===== config.mk =====
export PLATFORM = sky130hd
export DESIGN_NAME = pfp_device_flat
export DESIGN_NICKNAME = d
export VERILOG_FILES = /design/src/inc/pfp_pkg.sv /design/src/inc/pfp_link_if.sv /design/src/hdl/pfp_device.sv /design/src/hdl/pfp_sync.sv /design/src/flat_wrapper.sv
export SDC_FILE = /design/constraint.sdc
export NUM_CORES = 1
export LEC_CHECK = 0
export ABC_CLOCK_PERIOD_IN_PS = 7950
export BUFFER_PORTS_ARGS = -buffer_cell sky130_fd_sc_hd__buf_2
export CORE_AREA = 4 4 137 139
export DETAILED_ROUTE_END_ITERATION = 8
export DIE_AREA = 0 0 141 143
export GPL_TIMING_DRIVEN = 0
export HOLD_SLACK_MARGIN = 0.12
export MAX_ROUTING_LAYER = met4
export PLACE_DENSITY = 0.85
export REMOVE_ABC_BUFFERS = 1
export SLEW_MARGIN = 30
export SYNTH_ARGS = -nofsm -noshare
export SYNTH_HDL_FRONTEND = slang
export SYNTH_SLANG_ARGS = --single-unit
export TNS_END_PERCENT = 30

===== constraint.sdc =====
create_clock -name clk_sys -period 7.95 [get_ports clk_sys]
set_input_delay 1.1925 -clock clk_sys [delete_from_list [all_inputs] [get_ports clk_sys]]
set_output_delay 1.1925 -clock clk_sys [all_outputs]
set_load 0.05 [all_outputs]

===== src/inc/pfp_pkg.sv =====
/*
 * shared constants, types and page decode for the paged fuse program and status link.
 * assumes both ends run on one 100 MHz system clock.
 */
// What this block does
// - page-select write picks page; loops are 0A-0D
// - select 0x20 makes readback show loop state
// - loop state reads 8 wait, 0 idle, 48 active
// - mask 0x04 value 0x01 unmasks lock-loss notify
// - live status bit0 is one when out of lock
// - host powers subsystem up before its fuse write
// - main 0xE0 bits 0-6 force override per subsystem
// - main 0xE1 bits 0-6 power subsystems up
// - lock field 7:6 equal one locks page fuses
// - command field 7:3 equal 0x0C starts fuse write
// - main lock register bit4 ends manual wake-up
// - host ends manual wake-up as last step; the bench drops it with the main lock write, before the main fuse write
// - page-select reads back current page
// - codes 00-03 select main, monitor, input, output
// - host writes fuses only in program wait state
// - notify clears by writing one; mask enables it
package pfp_pkg;
	////////////////////////////////////////////////////////////////////////////
	// register offsets
	localparam logic [7:0] OFS_LIVE    = 8'h02; // lock-loss live status
	localparam logic [7:0] OFS_NOTIFY  = 8'h03; // sticky lock-loss notify
	localparam logic [7:0] OFS_MASK    = 8'h04; // notify mask
	localparam logic [7:0] OFS_FUSECMD = 8'h0F; // fuse write command
	localparam logic [7:0] OFS_LOCK    = 8'h2F; // fuse lock and wake config
	localparam logic [7:0] OFS_STATE   = 8'hD0; // state readback
	localparam logic [7:0] OFS_STSEL   = 8'hD1; // state readback select
	localparam logic [7:0] OFS_FORCE   = 8'hE0; // subsystem force override
	localparam logic [7:0] OFS_ENABLE  = 8'hE1; // subsystem force enable
	localparam logic [7:0] OFS_PAGE    = 8'hFF; // page select
	////////////////////////////////////////////////////////////////////////////
	// page codes and field values
	localparam logic [7:0] PAGE_MAIN   = 8'h00;
	localparam logic [7:0] PAGE_OUTPUT = 8'h03;
	localparam logic [7:0] PAGE_LOOP_A = 8'h0A;
	localparam logic [7:0] PAGE_LOOP_D = 8'h0D;
	localparam logic [7:0] PAGE_RESET  = 8'h00;
	localparam logic [7:0] STSEL_LOOP  = 8'h20; // loop state select value
	localparam logic [4:0] FUSE_GO     = 5'h0C; // command field value
	localparam logic [1:0] LOCK_ON     = 2'h1;  // lock field value
	localparam int         LOCK_HI     = 7;
	localparam int         LOCK_LO     = 6;
	localparam int         CMD_LO      = 3;
	localparam int         WAKE_BIT    = 4;
	localparam int         LIVE_BIT    = 0;
	localparam int         NSUB        = 7;     // monitor..loop D
	localparam int         NPAGE       = 8;
	localparam int         NLOOP       = 4;
	localparam logic [2:0] LOOP_IDX0   = 3'h4;  // page index of loop A
	////////////////////////////////////////////////////////////////////////////
	// loop controller state inputs and readback codes
	localparam logic [1:0] LST_IDLE    = 2'h0;
	localparam logic [1:0] LST_WAIT    = 2'h1;
	localparam logic [1:0] LST_ACTIVE  = 2'h2;
	localparam logic [7:0] CODE_IDLE   = 8'h00; // 0
	localparam logic [7:0] CODE_WAIT   = 8'h08; // 8
	localparam logic [7:0] CODE_ACTIVE = 8'h30; // 48
	////////////////////////////////////////////////////////////////////////////
	// link framing and timing
	localparam int         FRAME_BITS  = 17;    // rw, 8 address, 8 data
	localparam int         SYS_MHZ     = 100;
	localparam int         LINK_NS     = 160;   // link clock period
	localparam int         HALF_CYC    = (LINK_NS * SYS_MHZ) / 2000;
	////////////////////////////////////////////////////////////////////////////
	// frame states, the device ones gray along the usual path
	typedef enum logic [1:0] {ST_IDLE = 2'b00, ST_CMD = 2'b01, ST_ADDR = 2'b11, ST_DATA = 2'b10} pfp_dev_st_t;
	typedef enum logic [1:0] {HS_IDLE = 2'b00, HS_SHIFT = 2'b01, HS_GAP = 2'b11} pfp_host_st_t;
	// page code to {valid, index}; index 0..3 fixed pages, 4..7 loops
	function automatic logic [3:0] page_index(input logic [7:0] code);
		if (code <= PAGE_OUTPUT)
			page_index = {1'b1, code[2:0]};
		else if (code >= PAGE_LOOP_A && code <= PAGE_LOOP_D)
			page_index = {1'b1, 1'b1, code[1:0] - 2'h2};
		else
			page_index = 4'h0;
	endfunction
endpackage


===== src/inc/pfp_link_if.sv =====
/*
 * serial register link between host and device.
 * assumes the testbench instances it and ties both ends to it.
 */
`timescale 1ns/1ps
interface pfp_link_if;
	logic link_clk;   // made by the host
	logic sel_n;      // frame select, active low
	logic mosi;       // host to device data
	logic miso;       // device to host data
	modport host (output link_clk, output sel_n, output mosi, input miso);
	modport dev  (input link_clk, input sel_n, input mosi, output miso);
endinterface // pfp_link_if


===== src/hdl/pfp_device.sv =====
/*
 * device end: paged register file with fuse lock, fuse write, force power and loop status.
 * assumes link clock slower than a quarter of clk_sys; lock_loss and loop_state on clk_sys.
 */
`timescale 1ns/1ps
module pfp_device (
	// clock and reset
	input  wire logic       clk_sys,
	input  wire logic       reset_n,
	input  wire logic       ce,
	// link
	pfp_link_if.dev         link,
	// loop status from the loop controllers
	input  wire logic [3:0] lock_loss,
	input  wire logic [7:0] loop_state,
	// subsystem control
	output logic      [6:0] subsys_power_up,
	output logic      [6:0] subsys_force,
	output logic            manual_wake_en,
	output logic      [7:0] page_fuse_locked,
	output logic            fuse_write_start,
	output logic      [2:0] fuse_write_page,
	output logic      [3:0] lock_loss_notify
);
	typedef struct packed {
		pfp_pkg::pfp_dev_st_t st;        // frame state
		logic [4:0]           cnt;       // bits left in field
		logic                 rw;        // 1 = read
		logic [7:0]           addr;      // register offset
		logic [7:0]           sh;        // data shift register
		logic [7:0]           page;      // selected page code
		logic [7:0][7:0]      lock_cfg;  // per-page lock config
		logic [7:0][7:0]      stsel;     // per-page readback select
		logic [3:0]           mask;      // per-loop notify mask
		logic [3:0]           notify;    // per-loop sticky notify
		logic [6:0]           force_ovr; // main page override
		logic [6:0]           force_en;  // main page enable
		logic [6:0]           pwr;       // power-up result
		logic [7:0]           locked;    // lock field decode
		logic                 miso;      // serial out
		logic                 fw;        // fuse write pulse
		logic [2:0]           fw_page;   // page of that write
		logic                 wake;      // manual wake-up still in force
	} pfp_dev_t;
	pfp_dev_t s, next_s;
	logic [2:0] lk_q, lk_rise, lk_fall; // {sel_n, mosi, link_clk}
	////////////////////////////////////////////////////////////////////////////
	// bring link pins into clk_sys
	pfp_sync #(.WIDTH(3)) u_sync (
		.clk_sys (clk_sys),
		.reset_n (reset_n),
		.ce      (ce),
		.din     ({link.sel_n, link.mosi, link.link_clk}),
		.q       (lk_q),
		.rise    (lk_rise),
		.fall    (lk_fall)
	);
	// loop state to readback code
	function automatic logic [7:0] state_code(input logic [1:0] st);
		case (st)
			pfp_pkg::LST_WAIT:   state_code = pfp_pkg::CODE_WAIT;
			pfp_pkg::LST_ACTIVE: state_code = pfp_pkg::CODE_ACTIVE;
			default:             state_code = pfp_pkg::CODE_IDLE;
		endcase
	endfunction
	////////////////////////////////////////////////////////////////////////////
	// frame decode and register file
	always_comb
	begin
		logic [3:0] pi;
		logic       is_loop;
		logic       is_main;
		logic [1:0] li;
		logic [7:0] rd;
		logic [7:0] wd;
		pi      = pfp_pkg::page_index(s.page);
		is_loop = pi[3] & pi[2];
		is_main = pi[3] & (pi[2:0] == 3'h0);
		li      = pi[1:0];
		rd      = 8'h00;
		wd      = {s.sh[6:0], lk_q[1]};
		next_s  = s;
		next_s.fw = 1'b0;
		// sticky notify, set wins over a clearing write
		next_s.notify = s.notify | (lock_loss & s.mask);
		// read mux in the current page
		if (s.addr == pfp_pkg::OFS_PAGE)
			rd = s.page;
		else if (pi[3])
		begin
			case (s.addr)
				pfp_pkg::OFS_LOCK:  rd = s.lock_cfg[pi[2:0]];
				pfp_pkg::OFS_STSEL: rd = s.stsel[pi[2:0]];
				pfp_pkg::OFS_STATE:
					if (is_loop && s.stsel[pi[2:0]] == pfp_pkg::STSEL_LOOP)
						rd = state_code(loop_state[2*li +: 2]);
				pfp_pkg::OFS_LIVE:
					if (is_loop)
						rd = {7'h00, lock_loss[li]};
				pfp_pkg::OFS_NOTIFY:
					if (is_loop)
						rd = {7'h00, s.notify[li]};
				pfp_pkg::OFS_MASK:
					if (is_loop)
						rd = {7'h00, s.mask[li]};
				pfp_pkg::OFS_FORCE:
					if (is_main)
						rd = {1'b0, s.force_ovr};
				pfp_pkg::OFS_ENABLE:
					if (is_main)
						rd = {1'b0, s.force_en};
				default: rd = 8'h00; // unmapped and write-only read zero
			endcase
		end
		// frame state machine
		if (lk_q[2])
		begin
			next_s.st = pfp_pkg::ST_IDLE; // select high aborts any frame
		end
		else
		begin
			case (s.st)
				pfp_pkg::ST_IDLE:
				begin
					next_s.st  = pfp_pkg::ST_CMD;
					next_s.cnt = 5'd8;
				end
				pfp_pkg::ST_CMD:
					if (lk_rise[0])
					begin
						next_s.rw = lk_q[1];
						next_s.st = pfp_pkg::ST_ADDR;
					end
				pfp_pkg::ST_ADDR:
					if (lk_rise[0])
					begin
						next_s.sh  = wd;
						next_s.cnt = s.cnt - 5'd1;
						if (s.cnt == 5'd1)
						begin
							next_s.addr = wd;
							next_s.st   = pfp_pkg::ST_DATA;
							next_s.cnt  = 5'h09; // one spare count marks the read load
						end
					end
				pfp_pkg::ST_DATA:
				begin
					// load read data in the first data cycle only; a link edge is
					// at least HALF cycles away, so the load never meets a shift
					if (s.cnt == 5'h09)
					begin
						next_s.sh  = s.rw ? rd : 8'h00;
						next_s.cnt = 5'h08;
					end
					// a read shifts out on falls, a write shifts in on rises;
					// shifting on both would skip every other bit
					if (lk_fall[0] && s.rw)
					begin
						next_s.miso = s.sh[7];
						next_s.sh   = {s.sh[6:0], 1'b0};
					end
					if (lk_rise[0])
					begin
						next_s.sh  = s.rw ? s.sh : wd;
						next_s.cnt = s.cnt - 5'd1;
						if (s.cnt == 5'd1)
						begin
							next_s.st = pfp_pkg::ST_IDLE;
							next_s.cnt = 5'd0;
							if (!s.rw)
							begin
								// register writes, all in the current page
								if (s.addr == pfp_pkg::OFS_PAGE)
									next_s.page = wd;
								else if (pi[3])
								begin
									case (s.addr)
										pfp_pkg::OFS_LOCK:
											next_s.lock_cfg[pi[2:0]] = wd;
										pfp_pkg::OFS_STSEL:
											next_s.stsel[pi[2:0]] = wd;
										pfp_pkg::OFS_FUSECMD:
											if (wd[7:pfp_pkg::CMD_LO] == pfp_pkg::FUSE_GO)
											begin
												next_s.fw      = 1'b1;
												next_s.fw_page = pi[2:0];
											end
										pfp_pkg::OFS_MASK:
											if (is_loop)
												next_s.mask[li] = wd[0];
										pfp_pkg::OFS_NOTIFY:
											if (is_loop && wd[0])
												next_s.notify[li] = lock_loss[li] & s.mask[li];
										pfp_pkg::OFS_FORCE:
											if (is_main)
												next_s.force_ovr = wd[6:0];
										pfp_pkg::OFS_ENABLE:
											if (is_main)
												next_s.force_en = wd[6:0];
										default: ;
									endcase
								end
							end
						end
					end
				end
				default: next_s.st = pfp_pkg::ST_IDLE;
			endcase
		end
		// power and lock decode registered for clean outputs
		next_s.pwr = s.force_ovr & s.force_en;
		next_s.wake = ~s.lock_cfg[0][pfp_pkg::WAKE_BIT];
		for (int i = 0; i < pfp_pkg::NPAGE; i++)
			next_s.locked[i] = (s.lock_cfg[i][pfp_pkg::LOCK_HI:pfp_pkg::LOCK_LO] == pfp_pkg::LOCK_ON);
	end
	////////////////////////////////////////////////////////////////////////////
	// state register
	always_ff @(posedge clk_sys or negedge reset_n)
	begin
		if (!reset_n)
		begin
			s      <= '0;
			s.page <= pfp_pkg::PAGE_RESET;
			s.wake <= 1'b1; // manual wake-up in force until main page says otherwise
		end
		else if (ce)
			s <= next_s;
	end
	////////////////////////////////////////////////////////////////////////////
	// outputs straight from flops
	assign link.miso        = s.miso;
	assign subsys_power_up  = s.pwr;
	assign subsys_force     = s.force_ovr;
	assign manual_wake_en   = s.wake;
	assign page_fuse_locked = s.locked;
	assign fuse_write_start = s.fw;
	assign fuse_write_page  = s.fw_page;
	assign lock_loss_notify = s.notify;
endmodule // pfp_device


===== src/hdl/pfp_sync.sv =====
/*
 * two-stage synchroniser with edge detect on the settled stage.
 * assumes inputs come from outside the clk_sys domain.
 */
`timescale 1ns/1ps
module pfp_sync #(
	parameter int WIDTH = 1
) (
	// clock and reset
	input  wire logic             clk_sys,
	input  wire logic             reset_n,
	input  wire logic             ce,
	// asynchronous input
	input  wire logic [WIDTH-1:0] din,
	// synchronised outputs
	output logic      [WIDTH-1:0] q,
	output logic      [WIDTH-1:0] rise,
	output logic      [WIDTH-1:0] fall
);
	typedef struct packed {
		logic [WIDTH-1:0] s1; // metastable stage, read only by s2
		logic [WIDTH-1:0] s2; // settled
		logic [WIDTH-1:0] s3; // previous settled value
	} pfp_sync_t;
	pfp_sync_t s, next_s;
	////////////////////////////////////////////////////////////////////////////
	// next state
	always_comb
	begin
		next_s    = s;
		next_s.s1 = din;
		next_s.s2 = s.s1;
		next_s.s3 = s.s2;
	end
	// registers, frozen while ce is low
	always_ff @(posedge clk_sys or negedge reset_n)
	begin
		if (!reset_n)
			s <= '0;
		else if (ce)
			s <= next_s;
	end
	assign q    = s.s2;
	assign rise = s.s2 & ~s.s3;
	assign fall = ~s.s2 & s.s3;
endmodule // pfp_sync


===== src/flat_wrapper.sv =====
// flat-port wrapper written by rule: the top's interface ports become plain ports
module pfp_device_flat 
  (clk_sys, reset_n, ce, lock_loss, loop_state, subsys_power_up, subsys_force, manual_wake_en, page_fuse_locked, fuse_write_start, fuse_write_page, lock_loss_notify, link_link_clk, link_sel_n, link_mosi, link_miso);
  pfp_link_if link_i ();
  input  wire logic clk_sys;
  input  wire logic reset_n;
  input  wire logic ce;
  input  wire logic [3:0] lock_loss;
  input  wire logic [7:0] loop_state;
  output logic      [6:0] subsys_power_up;
  output logic      [6:0] subsys_force;
  output logic manual_wake_en;
  output logic      [7:0] page_fuse_locked;
  output logic fuse_write_start;
  output logic      [2:0] fuse_write_page;
  output logic      [3:0] lock_loss_notify;
  input wire logic [$bits(link_i.link_clk)-1:0] link_link_clk;
  input wire logic [$bits(link_i.sel_n)-1:0] link_sel_n;
  input wire logic [$bits(link_i.mosi)-1:0] link_mosi;
  output wire logic [$bits(link_i.miso)-1:0] link_miso;
  assign link_i.link_clk = link_link_clk;
  assign link_i.sel_n = link_sel_n;
  assign link_i.mosi = link_mosi;
  assign link_miso = link_i.miso;
  pfp_device u_core (.clk_sys(clk_sys), .reset_n(reset_n), .ce(ce), .link(link_i), .lock_loss(lock_loss), .loop_state(loop_state), .subsys_power_up(subsys_power_up), .subsys_force(subsys_force), .manual_wake_en(manual_wake_en), .page_fuse_locked(page_fuse_locked), .fuse_write_start(fuse_write_start), .fuse_write_page(fuse_write_page), .lock_loss_notify(lock_loss_notify));
endmodule

Yosys cells after proc, flatten, opt, wreduce, memory -nomap -nowiden
Index checks and enable logic that the tools add are counted.
- register bits after elaboration: 210
- bits of input ports: 18
- word-level logic and storage cells: 190
- $add $sub $neg: 2
- magnitude comparators: 7
- equal/unequal tests: 36
- shifts and indexed selects: 1
- muxes and demuxes: 72
- bitwise gates (word level): 14
- reductions and logical operators: 23
- operators with widths (operator ; count):
    2-to-1 mux 158 bit ; 2
    2-to-1 mux 150 bit ; 2
    2-to-1 mux 166 bit ; 1
    bitwise mux 64 bit ; 2
    2-to-1 mux 64 bit ; 2
    2-to-1 mux 8 bit ; 12
    2-to-1 mux 7 bit ; 10
    one-hot mux 8 bit (8 select lines) ; 1
    2-to-1 mux 4 bit ; 15
    binary-select mux 8 bit (select 3 bit) ; 2
    == test 8 bit, second input constant ; 5
    AND reduction 10 bit ; 4
    2-to-1 mux 18 bit ; 2
    demux 8 bit (select 3 bit) ; 1
    == test 2 x 1 -> 1 bit, second input constant ; 10
    AND reduction 9 bit ; 2
    == test 8 x 2 -> 1 bit, second input constant ; 2
    == test 8 x 6 -> 1 bit, second input constant ; 2
    one-hot mux 8 bit (2 select lines) ; 1
    inequality test 3 x 2 -> 1 bit, second input constant ; 5
    one-hot mux 5 bit (3 select lines) ; 1
    one-hot mux 6 bit (2 select lines) ; 1
    AND reduction 6 bit ; 2
    == test 5 x 4 -> 1 bit, second input constant ; 2
    other kinds (38) ; 66

Logic depth before layout (Yosys ltp)
Gate-level depths: netlist of run 1.
- depth after elaboration: 18
- depth in mapped cells: 11
- mapped depth without buffers: 9

Modules after synthesis
From an unflattened synthesis of run 1, not the netlist that was laid out.
- cells, all modules: 1011
- area total of the unflattened synthesis: 11066.9 µm²
- by module, submodules not included (module ; instances ; cells each ; area an instance (µm²)):
    pfp_device ; 1 ; 983 ; 10635.2
    pfp_sync ; 1 ; 28 ; 431.7

Worst setup path before layout of run 1
No wires, ideal clock.
- kind: reg2reg
- start point: register u_core.s[197] (netlist bit)
- end point: register (tool-made name)
- setup time: 0.125 ns
- arrival: 2.598 ns
- required time: 7.825 ns
- setup slack: 5.227 ns
- stages on the path, launching flop included: 10
- path buffers: 0
- clock period less this slack: 2.723 ns
- cells stage by stage: dfrtp_1 inv_1 ha_1 nor4b_4 nand2_2 nor4b_4 and4_4 nand2_4 nor4_4 mux2_2
- RTL lines (what ; line ; source):
    start, declared ; pfp_device.sv:45 ; pfp_dev_t s, next_s;
    start signal, assigned ; pfp_device.sv:227 ; s <= next_s;

Final worst setup path of run 1
- start point: register u_core.s[174] (netlist bit)
- end point: register u_core.s[184] (netlist bit)
- word-level cells in the longest chain between the ends: 17
- RTL lines (what ; line ; source):
    greater-or-equal comparator 8 x 4 -> 1 bit or <= comparator 8 x 4 -> 1 bit (tied branches) ; pfp_pkg.sv:76 ; else if (code >= PAGE_LOOP_A && code <= PAGE_LOOP_D)
    logical AND 1 bit ; pfp_pkg.sv:76 ;
    2-to-1 mux 4 bit ; pfp_pkg.sv:76 ;
    2-to-1 mux 4 bit (*) ; pfp_pkg.sv:74 ; if (code <= PAGE_OUTPUT)
    binary-select mux 8 bit (select 3 bit) ; pfp_device.sv:93, pfp_device.sv:95 ;
    2-to-1 mux 8 bit (implied by the code) ; pfp_device.sv:93, pfp_device.sv:95 ;
    == test 8 x 6 -> 1 bit ; pfp_device.sv:95 ; if (is_loop && s.stsel[pi[2:0]] == pfp_pkg::STSEL_LOOP)
    logical AND 1 bit ; pfp_device.sv:95 ;
    2-to-1 mux 8 bit ; pfp_device.sv:95 ;
    one-hot mux 8 bit (8 select lines) ; pfp_device.sv:91 ; case (s.addr)
    2-to-1 mux 8 bit (*) ; pfp_device.sv:89 ; else if (pi[3])
    2-to-1 mux 8 bit (*) ; pfp_device.sv:87 ; if (s.addr == pfp_pkg::OFS_PAGE)
    2-to-1 mux 8 bit (*) ; pfp_device.sv:152 ; next_s.sh = s.rw ? rd : 8'h00;
    2-to-1 mux 8 bit (*) ; pfp_device.sv:150 ; if (s.cnt == 5'h09)
    2-to-1 mux 8 bit (*) ; pfp_device.sv:157 ; if (lk_fall[0] && s.rw)
    2-to-1 mux 166 bit (*) ; pfp_device.sv:162 ; if (lk_rise[0])
    one-hot mux 8 bit (2 select lines) (*) ; pfp_device.sv:122 ; case (s.st)
Mark *: on every way between the ends. The rest lies on a longest branch, timed or not. The select of a mux whose other input is x is not followed.
A chain may end at the register's enable or synchronous reset.

==> metrics.md, run 1 <==
| Metric | Value |
|---|---|
| Status | `completed` |
| Port bufs | `49` |
| Vias in the first global route | `8627` |
| Post-synthesis sequential area ratio | `46.9%` |
| Antenna cells | `0` |
| Peak VDD IR | `0.187 mV` |
| Top-count cell post-synth | `dfrtp_1` |
| Fin Hold WS | `0.470 ns` |
| RSZ-0062 raised after global routing | `false` |
| CTS tree | `built` |
| Synth top area cells | `dfrtp_1 (47%), mux2_2 (18%), mux2i_1 (2.1%)` |
| Total grt overflow | `0` |
| Worst min path class | `flip-flop to flip-flop` |
| CP max stage cell | `a21oi_4` |
| Ys async rst share | `100%` |
| Power density cells | `207 nW/um^2` |
| Setup crit end kind | `flip-flop` |
| Cells after Synth | `991` |
| Largest net degree at the start of global routing | `84` |
| Number of remaining DRC errors | `0` |
| Area grow syn2layout | `8.66%` |
| Routed vias | `8637` |
| IO Count | `50` |
| Starting Density | `63.5%` |
| CP dominant cell by count | `buf_8` |
| CP Class | `flip-flop to flip-flop` |
| First-pass GRT wire length | `48100 microns` |
| CTS root buffer | `clkbuf_16` |
| Die X | `141 microns` |
| Period Utilization, post-route | `50.5%` |
| Post-synthesis cell type count | `85` |
| Reg2reg path depth | `10` |
| Die area | `20200 sq um` |
| Post-synthesis instance area | `11200 sq um` |
| Reg clk slew, reported paths | `0.07 ns` |
| Final setup margin | `3.94 ns` |
| Slew Limit Headroom | `28.3%` |
| Total GRT Usage | `31.0%` |
| Core Region | `17700 sq um` |
| Crit path required time | `8.38 ns` |
| Synth top area share | `46.7%` |
| Worst endpoint data arrival time | `4.45 ns` |
| Hold-fix buffers, CTS | `0` |
| Slew @ Worst Pin | `1.08 ns` |
| Clock buffer depth | `3` |
| Post-DP HPWL | `19200 microns` |
| Vias per cell | `7.06` |
| RePlAce Congestion | `0.930` |
| Setup Viol. Count Final | `0` |
| Syn_area_per_cell | `11.3 sq um` |
| Startpoint Class | `flip-flop` |
| Crit path buffers/inverters | `3` |
| TNS Setup | `0 ns` |
| Area leader, netlist | `dfrtp_1` |
| DR WL/cell | `24.6 microns` |
| FF+latch area | `5260 sq um` |
| TritonCTS Buffers | `22` |
| CP max stage delay | `0.67 ns` |
| Critical-path cell list | `buf_12 > nand3b_1 > a21oi_4 > buf_8 > buf_8 > mux2i_1 > a2111oi_0 > nor3_1 > o221a_2 > a21oi_1` |
| Synth Flop Type | `dfrtp_1` |
| H-tree level count | `1` |
| Max Clock Freq | `249 MHz` |
| Cell family with most CP delay | `compound AO/OA/AOI/OAI gates` |
| Initial drt markers | `1016` |
| Post_cts resized | `0` |
| Nets | `999` |
| Max Slew Vio Count | `0` |
| Pre-CTS WS | `3.74 ns` |
| Max_cap viols | `0` |
| Final hold vios | `0` |
| Initial antenna violation count | `0` |
| Synth Register Bits | `210` |
| CTS sink cnt | `210` |
| Post-CTS Repair Setup Buffers | `0` |
| Fraction of layout cells with a size suffix above 1 | `32.5%` |
| Number of enable flip-flop cells after synthesis | `0` |
| Most frequent cells after synthesis | `dfrtp_1 (209), mux2_2 (176), nand2_1 (59)` |
| Crit Path Max Fanout | `33` |
| Worst-skew pair later-pin latency | `0.51 ns` |
| Clock period minus worst slack | `4.01 ns` |
| Die height | `143 microns` |
| P_leak | `5.45 nW` |
| Worst Hold Depth | `1` |
| DRT Wirelength | `30100 microns` |
| # rows | `49` |
| YS warnings | `0` |
| FILL cells | `1221` |
| Multi-input logic area | `5420 sq um` |
| Crit path depth | `10` |
| Clock skew | `0.0177 ns` |
| TritonRoute pass-1 iters | `6` |
| Post-DRT Antenna Nets | `0` |
==> report_power, final <==
part	internal (mW)	switching, mW
clock network	0.631	0.416
registers	1.11	0.158
logic	0.0841	0.123
total	1.82	0.697
==> cell usage in the layout (no fill, tap or decap), types with 6 or more instances in the layout <==
master and n:
a21oi_1 36, a221oi_1 12, a22oi_1 14, a31oi_1 7, and3_1 9, buf_2 52, clkbuf_16 23, dfrtp_1 203
dfrtp_2 6, inv_1 22, mux2_2 176, mux2i_1 23, mux4_2 6, nand2_1 59, nand2b_1 12, nand3_1 24
nand4_1 6, nand4b_1 6, nor2_1 29, nor2b_1 9, nor3_1 11, nor4_1 6, o211ai_1 16, o21ai_0 44
o2bb2ai_1 10
==> cell type report <==
class	count	area share, %
Multi-Input combinational cell	663	44.5
Sequential cell	210	43.2
Clock buffer	32	5.33
Timing Repair Buffer	59	3.18
Tap cell	229	2.35
Clock inverter	7	0.729
Inverter	23	0.709
==> cells by family after synthesis <==
group | after synthesis | synth area share, %
AOI/OAI and AO/OA | 213 | 13.4
xor gates and xnor gates | 3 | 0.234
adders and majority gates | 2 | 0.223
buffers and inverters | 118 | 5.00
DFF | 210 | 46.9
muxes | 208 | 21.2
and+or+nand+nor | 237 | 13.0
==> path summary, 6_finish.rpt <==
path | slack (ns) | from | end
worst max-delay path | 3.94 | u_core.s[174] | u_core.s[184]
min in group asynchronous | 0.62 | reset_n | u_core.subsys_power_up[6]
worst max register to register | 3.94 | u_core.s[174] | u_core.s[184]
max in group asynchronous | 6.52 | reset_n | u_core.s[172]
worst min-delay path | 0.47 | flip-flop | u_core.page_fuse_locked[7]
worst min register to register | 0.47 | flip-flop | u_core.page_fuse_locked[7]
==> routing by layer <==
metal | global-route usage [%] | routed length [microns] | vias to the layer above
met5 | - | 0 | -
met4 | 11.7 | 1250 | 0
met3 | 8.44 | 3230 | 131
met2 | 47.3 | 13900 | 560
met1 | 40.1 | 11800 | 4296
li1 | - | - | 3650
==> through the flow <==
step,instances,util (%),power (mW),instance area [sq um]
4_1_cts,1223,68.9,2.52,12200
2_1_floorplan,896,-,1.34,10700
5_1_grt,1223,69.0,2.61,12200
3_3_place_gp,1174,63.8,1.46,11300
6_report,1223,69.0,2.52,12200
3_5_place_dp,1184,64.8,1.48,11400
Power figures use the tool's default switching activity.
==> run 2: changes to the inputs <==
Settings changed: ABC_CLOCK_PERIOD_IN_PS 7950 to 3850, CORE_AREA 4 4 137 139 to 4 4 140 142, DIE_AREA 0 0 141 143 to 0 0 144 146, PLACE_DENSITY 0.85 to 0.82.
Clock period 7.95 ns to 3.85 ns, I/O delays scaled along.
==> run 2 against run 1 <==
Die area rose by 4.3%. Register-to-register slack got worse by 3.8 ns. Worst setup slack got worse by 3.8 ns. Largest cell class unchanged. Critical path type unchanged. Highest routed layer unchanged.
==> metrics.md, run 2 (same netlist as run 1, synthesis figures left out) <==
| Metric | Value |
|---|---|
| Status | `completed (unchanged)` |
| RePlAce Congestion | `0.951 (was 0.930)` |
| Clock buffer depth | `3 (unchanged)` |
| Setup Viol. Count Final | `0 (unchanged)` |
| Worst-skew pair later-pin latency | `0.51 ns (about the same)` |
| Startpoint Class | `flip-flop (unchanged)` |
| P_leak | `5.49 nW (was 5.45 nW)` |
| Routing usage on met3 | `5.55% (was 8.44%)` |
| Die height | `146 microns (was 143 microns)` |
| Die X | `144 microns (was 141 microns)` |
| Die area | `21000 sq um (was 20200 sq um)` |
| Worst endpoint data arrival time | `4.08 ns (was 4.45 ns)` |
| Fin Hold WS | `0.309 ns (was 0.470 ns)` |
| Core Region | `18500 sq um (was 17700 sq um)` |
| Max Slew Vio Count | `0 (unchanged)` |
| Fraction of layout cells with a size suffix above 1 | `32.9% (was 32.5%)` |
| Nets | `1001 (was 999)` |
| Number of remaining DRC errors | `0 (unchanged)` |
| TritonRoute pass-1 iters | `5 (was 6)` |
| Initial drt markers | `1043 (was 1016)` |
| Area grow syn2layout | `9.44% (was 8.66%)` |
| Antenna cells | `0 (unchanged)` |
| Initial antenna violation count | `0 (unchanged)` |
| Non-Filler Instances | `1231 (was 1223)` |
| Met1 global-route usage | `40.2% (was 40.1%)` |
| Starting Density | `60.7% (was 63.5%)` |
| Final hold vios | `0 (unchanged)` |
| Post-DRT Antenna Nets | `0 (unchanged)` |
| Slew Limit Headroom | `30.6% (was 28.3%)` |
| Post-DP HPWL | `19200 microns (about the same)` |
| Setup crit end kind | `flip-flop (unchanged)` |
| H-tree level count | `1 (unchanged)` |
| Max_cap viols | `0 (unchanged)` |
| Power density cells | `435 nW/um^2 (was 207 nW/um^2)` |
| FILL cells | `1322 (was 1221)` |
| CTS root buffer | `clkbuf_16 (unchanged)` |
| # rows | `50 (was 49)` |
| Crit Path Max Fanout | `31 (was 33)` |
| Vias in the first global route | `8515 (was 8627)` |
| Port bufs | `49 (unchanged)` |
| Vias per cell | `6.90 (was 7.06)` |
| Total GRT Usage | `29.7% (was 31.0%)` |
| IO Count | `50 (unchanged)` |
| Placed cell count | `1188 (was 1184)` |
| Commonest cells after routing, fill and taps aside | `dfrtp_1 (203), mux2_2 (176), nand2_1 (58) (was dfrtp_1 (203), mux2_2 (176), nand2_1 (59))` |
| Worst min path class | `input port to flip-flop (was flip-flop to flip-flop)` |
| Period Utilization, post-route | `96.0% (was 50.5%)` |
| Largest net degree at the start of global routing | `83 (was 84)` |
| Commonest non-fill, non-tap cell in the layout | `dfrtp_1 (unchanged)` |
| Most used routing layer | `met2 (unchanged)` |
| CP Class | `flip-flop to flip-flop (unchanged)` |
| Total grt overflow | `0 (unchanged)` |
| CTS tree | `built (unchanged)` |
| CTS sink cnt | `210 (unchanged)` |
| DRT Wirelength | `30100 microns (about the same)` |
| Slew @ Worst Pin | `1.04 ns (was 1.08 ns)` |
| RSZ-0062 raised after global routing | `false (unchanged)` |
| Max Clock Freq | `270 MHz (was 249 MHz)` |
| Peak VDD IR | `0.371 mV (was 0.187 mV)` |
| Crit path required time | `4.23 ns (was 8.38 ns)` |
| Reg clk slew, reported paths | `0.06 ns (was 0.07 ns)` |
| Met2 usage | `44.9% (was 47.3%)` |
| Clock period minus worst slack | `3.70 ns (was 4.01 ns)` |
| DR WL/cell | `24.4 microns (was 24.6 microns)` |
| Routed vias | `8488 (was 8637)` |
| TritonCTS Buffers | `23 (was 22)` |
| First-pass GRT wire length | `48100 microns (about the same)` |
| Clock skew | `0.0184 ns (was 0.0177 ns)` |
==> run 2: repair_timing <==
item / in CTS / in global routing
endpoints found under the hold margin: 55 / 0
pin swaps: 2 / 0
gates resized for setup: 1 / 3
buffers inserted: 1 / 0
setup endpoints to repair: 101 / 8
hold buffers: 1 / 0
==> run 2: final cells by class <==
type | count | area, sq um | share of cell area [%]
Multi-Input combinational cell | 663 | 5440 | 44.3
Clock buffer | 31 | 656 | 5.34
Clock inverter | 10 | 131 | 1.07
Timing Repair Buffer | 60 | 400 | 3.26
Inverter | 23 | 86.3 | 0.704
Sequential cell | 210 | 5260 | 42.9
Tap cell | 234 | 293 | 2.39
==> run 2: metrics by stage <==
step / setup slack, ns / total power, mW / setup TNS (ns) / cell area (sq um) / utilization, %
final: 0.152 / 5.33 / 0 / 12300 / 66.5
after global routing: 0.0222 / 5.52 / 0 / 12300 / 66.5
after CTS: 0.0381 / 5.32 / 0 / 12200 / 66.4
after detailed placement: -0.472 / 3.04 / -6.59 / 11400 / 62.0
after global placement: -3.01 / 3.01 / -500.23 / 11300 / 61.1
after floorplan: -0.464 / 2.76 / -8.99 / 10700 / -
==> run 2: critical path, cell delays in order, from the launching register on <==
cell	delay [ns]
dfrtp_2	0.75
clkinv_1	0.45
xnor2_1	0.41
nor2_1	0.35
and4_4	0.32
nand2_4	0.15
nor4_4	0.68
mux2_2	0.42
==> run 2: path summary, 6_finish.rpt <==
kind                                     from                          to  slack (ns)  depth (start not counted)
worst max-delay path            u_core.s[173]                   flip-flop        0.15                          7
worst min-delay path            link_link_clk     u_core.u_sync.next_s[3]        0.31                          2
worst max register to register  u_core.s[173]                   flip-flop        0.15                          7
worst min register to register      flip-flop       u_core.manual_wake_en        0.47                          1
max in group asynchronous             reset_n  asynchronous set/reset pin        2.47                          3
min in group asynchronous             reset_n   u_core.subsys_power_up[3]        0.60                          2
==> run 2: metal layers <==
metal	part of all wire (%)	vias up	wire [microns]
li1	-	3653	-
met1	40	4237	11900
met2	48	491	14300
met3	9.0	107	2720
met4	3.7	0	1120
met5	0	-	0
==> run 2: where the power goes <==
group / internal [mW] / leakage, nW / switching (mW) / total [mW]
sequential: 2.28 / 2.87 / 0.324 / 2.61
combinational: 0.175 / 2.22 / 0.249 / 0.424
clock: 1.39 / 0.390 / 0.905 / 2.30
total: 3.85 / 5.49 / 1.48 / 5.33
